`src/hdl/irp_pkg.sv`:
```
// Constants shared by the input reference priority register bank.
package irp_pkg;
    localparam logic [6:0] IRP_OFS_PRIO_9_10   = 7'h1c;
    localparam logic [6:0] IRP_OFS_PRIO_11_12  = 7'h1d;
    localparam int         IRP_ODD_LSB         = 0;
    localparam int         IRP_EVEN_LSB        = 4;
    localparam logic [7:0] IRP_RST_9_10_MAIN   = 8'hba;
    localparam logic [7:0] IRP_RST_9_10_AUX    = 8'hba;
    localparam logic [7:0] IRP_RST_11_12_MAIN  = 8'hdc;
    localparam logic [7:0] IRP_RST_11_12_AUX   = 8'h00;
    localparam logic [3:0] IRP_PRIO_11_MASTER  = 4'hc;
    localparam logic [3:0] IRP_PRIO_11_SLAVE   = 4'h1;
    localparam logic [3:0] IRP_PRIO_OFF        = 4'h0;
    localparam logic [3:0] IRP_NO_INPUT        = 4'h0;
    localparam logic [7:0] IRP_READ_UNMAPPED   = 8'h00;
endpackage

```
`src/hdl/irp_input_priority_regs.sv`:
```
// Priority registers for reference inputs 9 to 12, main and auxiliary path copies.
// Contract
// - Two priorities per register: odd input low nibble, even input high nibble.
// - Smaller nonzero priority value ranks higher in automatic selection.
// - Priority zero removes that input from automatic selection.
// - Bank select 0 reaches main path copy, 1 reaches auxiliary copy.
// - Inputs 9/10 register resets to 1011 1010 in both copies.
// - Inputs 11/12 resets to 1101 1100 main with master strap (1101 0001 with slave), zero auxiliary.
// - Strap sampled at each reset: master gives input 11 priority 12, slave 1.
`timescale 1ns/100ps
`default_nettype none

module irp_input_priority_regs (
    // Clock and reset.
    input  wire logic       clk_i,
    input  wire logic       sys_rst_i,
    // Strap and bank select from the neighbouring control register.
    input  wire logic       master_slave_strap_i,
    input  wire logic       path_bank_select_i,
    // Microprocessor port.
    input  wire logic [6:0] cpu_addr_i,
    input  wire logic       cpu_wr_i,
    input  wire logic       cpu_rd_i,
    input  wire logic [7:0] cpu_wdata_i,
    output logic      [7:0] cpu_rdata_o,
    output logic            cpu_rvalid_o,
    // Ranked result per path: winning input number 9..12, 0 when none enabled.
    output logic      [3:0] main_best_input_o,
    output logic      [3:0] aux_best_input_o,
    // Stored priorities of the main path, for the source selector.
    output logic      [7:0] main_prio_9_10_o,
    output logic      [7:0] main_prio_11_12_o
);

    // Cuts one 4-bit priority field out of a register byte.
    // Odd numbered inputs sit in the low nibble and even numbered inputs in the high nibble.
    function automatic logic [3:0] prio_field(input logic [7:0] r, input logic odd);
        logic [3:0] f;
        if (odd) begin
            f = r[irp_pkg::IRP_ODD_LSB +: 4];
        end else begin
            f = r[irp_pkg::IRP_EVEN_LSB +: 4];
        end
        return f;
    endfunction

    // True when a field takes part in the ranking; the all-zero code parks its input.
    function automatic logic prio_enabled(input logic [3:0] p);
        return p != irp_pkg::IRP_PRIO_OFF;
    endfunction

    // True when a field outranks the best candidate found so far.
    // Only a strictly smaller value wins, so on equal values the lower numbered input stays.
    function automatic logic prio_beats(input logic [3:0] p, input logic [3:0] best_p, input logic have_best);
        return prio_enabled(p) && (!have_best || p < best_p);
    endfunction

    // Picks the input with the smallest enabled priority; the result is 0 when every input is parked.
    // The loop unrolls into a chain of four compares, short enough for one cycle at this clock rate.
    function automatic logic [3:0] best_input(input logic [7:0] r910, input logic [7:0] r1112);
        logic [3:0] p [4];
        logic [3:0] best_p;
        logic [3:0] best_n;
        p[0] = prio_field(r910, 1'h1);
        p[1] = prio_field(r910, 1'h0);
        p[2] = prio_field(r1112, 1'h1);
        p[3] = prio_field(r1112, 1'h0);
        best_p = 4'hf;
        best_n = irp_pkg::IRP_NO_INPUT;
        for (int i = 0; i < 4; i++) begin
            if (prio_beats(p[i], best_p, best_n != irp_pkg::IRP_NO_INPUT)) begin
                best_p = p[i];
                best_n = 4'(9 + i);
            end
        end
        return best_n;
    endfunction

    // Matches the port address against one register offset; used for every byte of the bank.
    function automatic logic addr_hit(input logic [6:0] addr, input logic [6:0] ofs);
        return addr == ofs;
    endfunction

    // Stored priorities of the main path, with their next values.
    logic [7:0] main_9_10_q;
    logic [7:0] main_9_10_d;
    logic [7:0] main_11_12_q;
    logic [7:0] main_11_12_d;

    // Stored priorities of the auxiliary path, with their next values.
    logic [7:0] aux_9_10_q;
    logic [7:0] aux_9_10_d;
    logic [7:0] aux_11_12_q;
    logic [7:0] aux_11_12_d;

    // Read answer, with its valid pulse.
    logic [7:0] rdata_q;
    logic [7:0] rdata_d;
    logic       rvalid_q;
    logic       rvalid_d;

    // Ranking results for the source selector.
    logic [3:0] main_best_q;
    logic [3:0] main_best_d;
    logic [3:0] aux_best_q;
    logic [3:0] aux_best_d;

    // Address decode. An offset outside the bank hits nothing, so a write there is dropped.
    wire logic       hit_9_10  = addr_hit(cpu_addr_i, irp_pkg::IRP_OFS_PRIO_9_10);
    wire logic       hit_11_12 = addr_hit(cpu_addr_i, irp_pkg::IRP_OFS_PRIO_11_12);

    // Bank steering. The select is a level taken in the cycle of the strobe, so software must
    // settle it before the access; a change in the same cycle as the strobe is not filtered.
    wire logic       wr_main   = cpu_wr_i && !path_bank_select_i;
    wire logic       wr_aux    = cpu_wr_i && path_bank_select_i;

    // One write enable per stored byte; at most one of them is high in any cycle.
    wire logic       we_main_9_10  = wr_main && hit_9_10;
    wire logic       we_main_11_12 = wr_main && hit_11_12;
    wire logic       we_aux_9_10   = wr_aux && hit_9_10;
    wire logic       we_aux_11_12  = wr_aux && hit_11_12;

    // A write replaces the whole byte, so both nibbles of a register change together.
    assign main_9_10_d  = we_main_9_10 ? cpu_wdata_i : main_9_10_q;
    assign main_11_12_d = we_main_11_12 ? cpu_wdata_i : main_11_12_q;
    assign aux_9_10_d   = we_aux_9_10 ? cpu_wdata_i : aux_9_10_q;
    assign aux_11_12_d  = we_aux_11_12 ? cpu_wdata_i : aux_11_12_q;

    // Reset load of the main 11/12 byte. The reset is synchronous, so the strap is caught by the
    // same clocked load; it must be steady while reset is held, and each reset samples it again.
    wire logic [3:0] strap_prio     = master_slave_strap_i ? irp_pkg::IRP_PRIO_11_MASTER
                                                           : irp_pkg::IRP_PRIO_11_SLAVE;
    wire logic [7:0] rst_main_11_12 = {irp_pkg::IRP_RST_11_12_MAIN[7:4], strap_prio};

    // Read selection: the bank select picks the copy, the address picks the byte.
    wire logic [7:0] sel_9_10  = path_bank_select_i ? aux_9_10_q : main_9_10_q;
    wire logic [7:0] sel_11_12 = path_bank_select_i ? aux_11_12_q : main_11_12_q;
    wire logic [7:0] read_mux  = hit_9_10  ? sel_9_10  :
                                 hit_11_12 ? sel_11_12 : irp_pkg::IRP_READ_UNMAPPED;

    // Read data holds its last value between reads; the valid flag marks the fresh one.
    assign rdata_d  = cpu_rd_i ? read_mux : rdata_q;
    assign rvalid_d = cpu_rd_i;

    // Ranking works from the stored bytes, so it lags a write by one cycle.
    // The selector downstream tolerates that latency; it never sees a half written byte.
    assign main_best_d = best_input(main_9_10_q, main_11_12_q);
    assign aux_best_d  = best_input(aux_9_10_q, aux_11_12_q);

    // Main path byte for inputs 9/10.
    always_ff @(posedge clk_i) begin
        if (sys_rst_i) begin
            main_9_10_q <= irp_pkg::IRP_RST_9_10_MAIN;
        end else begin
            main_9_10_q <= main_9_10_d;
        end
    end

    // Main path byte for inputs 11/12; its reset value carries the strap.
    always_ff @(posedge clk_i) begin
        if (sys_rst_i) begin
            main_11_12_q <= rst_main_11_12;
        end else begin
            main_11_12_q <= main_11_12_d;
        end
    end

    // Auxiliary path byte for inputs 9/10, kept apart so a main write never disturbs it.
    always_ff @(posedge clk_i) begin
        if (sys_rst_i) begin
            aux_9_10_q <= irp_pkg::IRP_RST_9_10_AUX;
        end else begin
            aux_9_10_q <= aux_9_10_d;
        end
    end

    // Auxiliary path byte for inputs 11/12; it starts with both inputs parked.
    always_ff @(posedge clk_i) begin
        if (sys_rst_i) begin
            aux_11_12_q <= irp_pkg::IRP_RST_11_12_AUX;
        end else begin
            aux_11_12_q <= aux_11_12_d;
        end
    end

    // Registered read answer, one cycle after the strobe.
    always_ff @(posedge clk_i) begin
        if (sys_rst_i) begin
            rdata_q  <= irp_pkg::IRP_READ_UNMAPPED;
            rvalid_q <= 1'h0;
        end else begin
            rdata_q  <= rdata_d;
            rvalid_q <= rvalid_d;
        end
    end

    // Main path ranking result.
    always_ff @(posedge clk_i) begin
        if (sys_rst_i) begin
            main_best_q <= irp_pkg::IRP_NO_INPUT;
        end else begin
            main_best_q <= main_best_d;
        end
    end

    // Auxiliary path ranking result.
    always_ff @(posedge clk_i) begin
        if (sys_rst_i) begin
            aux_best_q <= irp_pkg::IRP_NO_INPUT;
        end else begin
            aux_best_q <= aux_best_d;
        end
    end

    // Outputs come straight from the flip-flops above.
    assign cpu_rdata_o       = rdata_q;
    assign cpu_rvalid_o      = rvalid_q;
    assign main_best_input_o = main_best_q;
    assign aux_best_input_o  = aux_best_q;
    assign main_prio_9_10_o  = main_9_10_q;
    assign main_prio_11_12_o = main_11_12_q;

endmodule

`default_nettype wire

```
`config.mk`:
```
export PLATFORM = sky130hd
export DESIGN_NAME = irp_input_priority_regs
export DESIGN_NICKNAME = d
export VERILOG_FILES = /design/src/hdl/irp_pkg.sv /design/src/hdl/irp_input_priority_regs.sv
export SDC_FILE = /design/constraint.sdc
export NUM_CORES = 1
export LEC_CHECK = 0
export ABC_AREA = 1
export BUFFER_PORTS_ARGS = -buffer_cell sky130_fd_sc_hd__clkbuf_2
export CAP_MARGIN = 25
export CORE_UTILIZATION = 35
export CTS_CLUSTER_DIAMETER = 100
export DETAILED_ROUTE_END_ITERATION = 6
export PLACE_DENSITY = 0.61
export SLEW_MARGIN = 10
export SYNTH_ARGS = -nofsm -noshare
export SYNTH_HDL_FRONTEND = slang
export SYNTH_SLANG_ARGS = --single-unit
```
`constraint.sdc`:
```
create_clock -name clk_i -period 3.05 [get_ports clk_i]
set_input_delay 0.4575 -clock clk_i [delete_from_list [all_inputs] [get_ports clk_i]]
set_output_delay 0.4575 -clock clk_i [all_outputs]
set_load 0.01 [all_outputs]
```
==> key figures, run 1 <==
Status
  – Outcome: complete, but fails checks
  – Failing checks: setup timing

Timing
  – Final Slew Violations: 0
  – RSZ-0062 raised after global routing: yes
  – Setup TNS: -134 ps
  – Fin crit period: 3120 ps
  – Period utilization: 1.02
  – Final Hold Vio Count: 0
  – Worst-Margin Slew: 544 ps
  – Headroom to the max-slew limit: 0.637
  – Layout Skew: 14.1 ps
  – Final setup viols: 2
  – Fmax: 320 MHz
  – Setup WS post-layout: -74.9 ps

Finish
  – Fin cells: 609
  – Fillers: 814
  – Layout cell share with drive strength beyond 1: 0.369
  – Area growth from synthesis to layout: 33.7%
  – Area occupied by multi-input gates: 1720 µm²
  – Antenna cells: 0
  – NumNets Final: 541
  – Storage cell area: 1030 µm²

Drt
  – Vias: 2951
  – DR pass1 iterations: 6
  – Post-route antenna net violation count: 0
  – Vias/cell: 4.85
  – Drt wl/cell: 13.5 µm
  – Final WL: 8.23 mm
  – Violation count after the first detailed-route iteration: 160
  – Drc violations: 0

Synth
  – Count of cell types in the netlist: 26
  – Synthesis Warnings: 0
  – Seq/Total Area, Yosys: 0.353
  – Post-Syn Area: 2900 µm²
  – Mapped Nets: 443
  – Synth Register Bits: 49
  – Gate Count Post-Synth: 408
  – Synth Area per Inst: 7.10 µm²

Floorplan
  – Chip height: 93.0 µm
  – # rows: 32
  – I/O pin count: 54
  – Die width: 93.0 µm
  – Die area: 8640 µm²
  – CORE AREA: 7850 µm²
  – Starting Density: 0.369

Global route
  – First-pass GRT wire length: 13.1 mm
  – GR Overflow Total: 0
  – Initial antenna violation count: 0
  – GRT Total Usage: 0.195
  – Largest net degree at the start of global routing: 33
  – Number of global-route vias before repair: 2748

Worst setup path
  – CP max FO: 7
  – Crit path launch type: flop
  – Worst endpoint data arrival time: 3340 ps
  – R2R setup slack: -70 ps
  – Setup crit end kind: flop
  – Crit-path most repeated cell: nand2_1
  – Slowest CP cell: dfxtp_2
  – Max stage delay on crit path: 340 ps
  – Critical Path RT: 3270 ps
  – Crit path kind: flop to flop

Min path
  – Tightest Hold Check Type: primary input to flop

Clock tree
  – Hold buffers post-CTS: 0
  – Root Buffer: clkbuf_8
  – CTS tree: done
  – CTS clk-pin slew, worst paths: 100 ps
  – Number of CTS-inserted buffers: 5
  – Clock Path Buffers: 2
  – H-tree lvl count: 2
  – Clk_lat worst skew: 310 ps
  – CTS Sinks: 49

Placement
  – Port Buffers: 53
  – Inst Count DP: 578
  – GP Congestion: 0.874
  – Post-DP HPWL: 6.19 mm

Power and ir drop
  – Worst ir drop on vdd: 153 µV
  – Power Density: 327 nW/µm²
  – Lkg Pwr: 2.02 nW

Flow run
  – Max-cap viol count: 0
==> worst max-delay path, delay by kind of cell (launching register included) <==
family                   cells  cell delay (ps)
AO/OA/AOI/OAI                2              120
AND/OR/NAND/NOR             23             1640
adder cells (fa/ha/maj)      3              810
flip-flops                   1              340
buffers and inverters        3              140
==> logic make-up (layout without fill, tap and decap cells) <==
group,after synthesis,after routing,synth area share
AO/OA/AOI/OAI,93,93,0.191
adder cells (fa/ha/maj),14,14,0.0605
buffers and inverters,78,177,0.108
flip-flops,49,49,0.353
AND/OR/NAND/NOR,174,174,0.287
==> placed cells by master (no fill, tap or decap) <==
| master | n |
|---|---|
| nand3_1 | 9 |
| nand2_1 | 94 |
| ha_1 | 11 |
| buf_4 | 49 |
| nand3_2 | 8 |
| edfxtp_1 | 4 |
| clkinv_4 | 2 |
| nand2_4 | 8 |
| o21a_1 | 1 |
| nor2_4 | 6 |
| clkinv_2 | 1 |
| o21ai_2 | 9 |
| inv_4 | 2 |
| nor2_2 | 1 |
| inv_1 | 61 |
| a21oi_1 | 20 |
| o211ai_1 | 20 |
| clkbuf_2 | 53 |
| ha_4 | 3 |
| dfxtp_2 | 8 |
| a21oi_2 | 5 |
| o221ai_1 | 5 |
| nand4_1 | 3 |
| o21bai_1 | 2 |
| clkbuf_8 | 5 |
| inv_2 | 3 |
| bufinv_8 | 1 |
| dfxtp_1 | 37 |
| o21ai_0 | 23 |
| nor2_1 | 18 |
| o21ai_1 | 5 |
| or4_2 | 1 |
| o311ai_0 | 3 |
| nor4_1 | 4 |
| nand2_2 | 22 |
==> per-stage QoR <==
step           utilization  setup WS [ps]  total power, W  cell area (µm²)  hold WS (ps)
2_1_floorplan            -           1.32        0.000798             2910           467
3_3_place_gp         0.440           -216        0.000866             3450           469
3_5_place_dp         0.440           -284        0.000870             3450           464
4_1_cts              0.478          -88.9         0.00126             3750           466
5_1_grt              0.493           -363         0.00132             3870           474
6_report             0.493          -74.9         0.00127             3870           465
==> area by class of cell <==
type / count / share of cell area
Multi-Input combinational cell: 281 / 0.444
Sequential cell: 49 / 0.266
Timing Repair Buffer: 102 / 0.164
Clock buffer: 5 / 0.0178
Clock inverter: 3 / 0.00582
Tap cell: 102 / 0.0330
Inverter: 67 / 0.0698
==> state kept, by name, summed over array words and instances, names as in the netlist <==
register	count
aux_11_12_q	8
main_best_input_o	4
aux_best_input_o	4
cpu_rvalid_o	1
main_prio_9_10_o	8
aux_9_10_q	8
cpu_rdata_o	8
main_prio_11_12_o	8
==> synth_stat cells <==
library cell    n  area (µm²)
clkbuf_1       10        37.5
buf_6           1        11.3
edfxtp_1        4         120
o211ai_1       20         150
nor2_2          4        25.0
nor2_1         21        78.8
dfxtp_1        45         901
nand3_2         6        60.1
nor4_1          4        25.0
or4_2           1        8.76
nand2_1       102         383
nand3_1        11        55.1
o21ai_0        35         175
o21a_1          1        7.51
o21ai_1         2        10.0
inv_2           2        7.51
o221ai_1        5        43.8
nand4_1         3        18.8
nand2_2        14        87.6
nand2_4         8        90.1
inv_1          64         240
ha_1           14         175
bufinv_8        1        17.5
o21bai_1        2        15.0
a21oi_1        25         125
o311ai_0        3        26.3
==> layer usage <==
| layer | GRT usage | up-vias | wire, µm |
|---|---|---|---|
| li1 | - | 1538 | - |
| met2 | 0.360 | 61 | 4270 |
| met3 | 0.0230 | 12 | 362 |
| met4 | 0.0500 | 0 | 131 |
| met1 | 0.238 | 1340 | 3460 |
| met5 | 0 | - | 0 |
==> repair_timing <==
action | CTS | global route
resized for setup | 30 | 23
pin swaps | 31 | 38
setup endpoints to repair | 6 | 8
buffers inserted | 20 | 3
==> final timing paths <==
path                                     startpoint              endpoint  cells after the start
worst max-delay path            main_prio_9_10_o[2]  main_best_input_o[0]                     31
worst min-delay path                 cpu_wdata_i[6]  main_prio_11_12_o[6]                      3
worst max register to register  main_prio_9_10_o[2]  main_best_input_o[0]                     31
worst min register to register       cpu_rdata_o[2]        cpu_rdata_o[2]                      2
==> where the power goes <==
group | leakage, nW | total [W] | switching (W) | internal, W
Combinational | 1.57 | 0.000190 | 0.000114 | 0.0000758
Clock | 0.0481 | 0.000393 | 0.000230 | 0.000163
Sequential | 0.406 | 0.000684 | 0.0000144 | 0.000669
Total | 2.02 | 0.00127 | 0.000358 | 0.000908
Power figures use the tool's default switching activity.
==> inputs of run 2 (changes only) <==
Settings changed: CAP_MARGIN 25 to unset, RECOVER_POWER set to 50.
==> run 2 against run 1 <==
The run still ends with setup timing left. Clock skew is 1.0 ps lower. Critical path depth stayed put. Register-to-register slack hardly changed. Non-clock buffer count stayed put. Fmax hardly changed. Routed wire length is 0.52% higher. Final cell count stayed put.
==> key figures, run 2 (same netlist as run 1, synthesis figures left out) <==
Worst setup path
  – Buf/Inv on CP: 3 (unchanged)
  – Setup crit end kind: flop
  – Worst endpoint data arrival time: 3340 ps (about the same)
  – Crit-path most repeated cell: nand2_1
  – Crit path launch type: flop
  – Critical Path RT: 3260 ps (about the same)
  – CP max FO: 7 (unchanged)
  – Slowest CP cell: dfxtp_2
  – Crit path kind: flop to flop
  – CP top delay family: simple AND/OR/NAND/NOR gates
  – Max stage delay on crit path: 340 ps (about the same)

Timing
  – Final Slew Violations: 0 (unchanged)
  – Setup WS post-layout: -77.9 ps (-2.94 ps)
  – Headroom to the max-slew limit: 0.215 (-0.422)
  – Worst-Margin Slew: 1180 ps (+633 ps)
  – Layout Skew: 13.0 ps (-1.04 ps)
  – Fin crit period: 3130 ps (+2.94 ps)
  – RSZ-0062 raised after global routing: yes
  – Final setup viols: 2 (unchanged)
  – Period utilization: 1.03 (about the same)
  – Fmax: 320 MHz (about the same)
  – Final Hold Vio Count: 0 (unchanged)
  – Final Hold Slack: 462 ps (-2.57 ps)
  – Setup TNS: -140 ps (-5.39 ps)

Global route
  – GRT Total Usage: 0.195 (unchanged)
  – Initial antenna violation count: 0 (unchanged)
  – Largest net degree at the start of global routing: 33 (unchanged)
  – First-pass GRT wire length: 13.1 mm (unchanged)
  – Number of global-route vias before repair: 2748 (unchanged)
  – GR Overflow Total: 0 (unchanged)

Power and ir drop
  – Power Density: 328 nW/µm² (+0.41%)
  – Worst ir drop on vdd: 151 µV (-1.7%)
  – Lkg Pwr: 1.93 nW (-4.6%)

Clock tree
  – CTS tree: done
  – Root Buffer: clkbuf_8
  – Number of CTS-inserted buffers: 5 (unchanged)
  – H-tree lvl count: 2 (unchanged)
  – Clk_lat worst skew: 310 ps (about the same)
  – Clock Path Buffers: 2 (unchanged)
  – CTS clk-pin slew, worst paths: 100 ps (about the same)
  – CTS Sinks: 49 (unchanged)

Drt
  – Violation count after the first detailed-route iteration: 145 (-9.4%)
  – Vias: 2964 (+0.44%)
  – DR pass1 iterations: 4 (-2)
  – Drt wl/cell: 13.6 µm (+0.52%)
  – Drc violations: 0 (unchanged)
  – Vias/cell: 4.87 (+0.44%)
  – Post-route antenna net violation count: 0 (unchanged)
  – Final WL: 8.27 mm (+0.52%)

Floorplan
  – Die width: 93.0 µm (unchanged)
  – Chip height: 93.0 µm (unchanged)
  – Die area: 8640 µm² (unchanged)
  – I/O pin count: 54 (unchanged)
  – CORE AREA: 7850 µm² (unchanged)
  – # rows: 32 (unchanged)
  – Starting Density: 0.369 (unchanged)

Status
  – Outcome: complete, but fails checks
  – Failing checks: setup timing

Finish
  – Commonest non-fill, non-tap cells in the layout: nand2_1, inv_1, buf_4
  – Most common cell after layout, fill and taps aside: nand2_1
  – Area growth from synthesis to layout: 32.3%
  – Design area: 3830 µm² (-1.0%)
  – Antenna cells: 0 (unchanged)
  – Layout cell share with drive strength beyond 1: 0.306 (-0.0631)
  – NumNets Final: 541 (unchanged)

Min path
  – Tightest Hold Check Type: primary input to flop

Flow run
  – Max-cap viol count: 0 (unchanged)

Placement
  – Port Buffers: 53 (unchanged)
  – Placed cell areas: 3450 µm² (unchanged)
  – GP Congestion: 0.874 (unchanged)
  – Post-DP HPWL: 6.19 mm (unchanged)
  – Pre-CTS setup slack: -284 ps (unchanged)
-- run 2: cell types whose count changed in the layout (fill, tap and decap cells not counted) --
cell and delta:
dfxtp_1 +2, dfxtp_2 -2, clkbuf_2 -30, clkbuf_1 +30
-- run 2: final cells by class --
cell class | instances | area [µm²]
inverter | 67 | 270
clock buffer | 5 | 68.8
fill | 829 | 4020
timing repair buffer | 102 | 596
tap | 102 | 128
clock inverter | 3 | 22.5
multi-input combinational | 281 | 1720
sequential | 49 | 1030
-- run 2: final timing paths --
path | from | endpoint | slack (ps) | depth (start not counted)
max | main_prio_9_10_o[2] | main_best_input_o[0] | -80 | 31
min | cpu_wdata_i[6] | main_prio_9_10_o[6] | 460 | 3
max reg2reg | main_prio_9_10_o[2] | main_best_input_o[0] | -80 | 31
min reg2reg | cpu_rdata_o[2] | cpu_rdata_o[2] | 490 | 2
-- run 2: per-layer routing --
metal | global-route usage | wire length [µm]
met3 | 0.0230 | 347
met1 | 0.238 | 3460
met2 | 0.360 | 4350
met5 | 0 | 0
met4 | 0.0500 | 112
-- run 2: report_power, final --
group          switching (W)  internal [W]
Clock               0.000226      0.000163
Combinational       0.000114     0.0000706
Sequential         0.0000144      0.000669
Total               0.000355      0.000903
-- run 2: tightest hold or removal path, cell delays in order --
cell and delay, ps:
clkbuf_2 130, nand2_1 80, a21oi_1 50
-- run 2: what timing repair did --
action	4_1_cts	5_1_grt
endpoints found under the hold margin	0	0
hold buffers	0	0
resized for setup	30	23
buffers inserted	20	3
pin swaps	31	38
setup endpoints to repair	6	8
-- run 2: through the flow --
stage / power, W / util / std cells
final: 0.00126 / 0.488 / 609
after global routing: 0.00132 / 0.488 / 609
after CTS: 0.00126 / 0.478 / 606
after detailed placement: 0.000870 / 0.440 / 578
after global placement: 0.000866 / 0.440 / 578
after floorplan: 0.000798 / - / 408
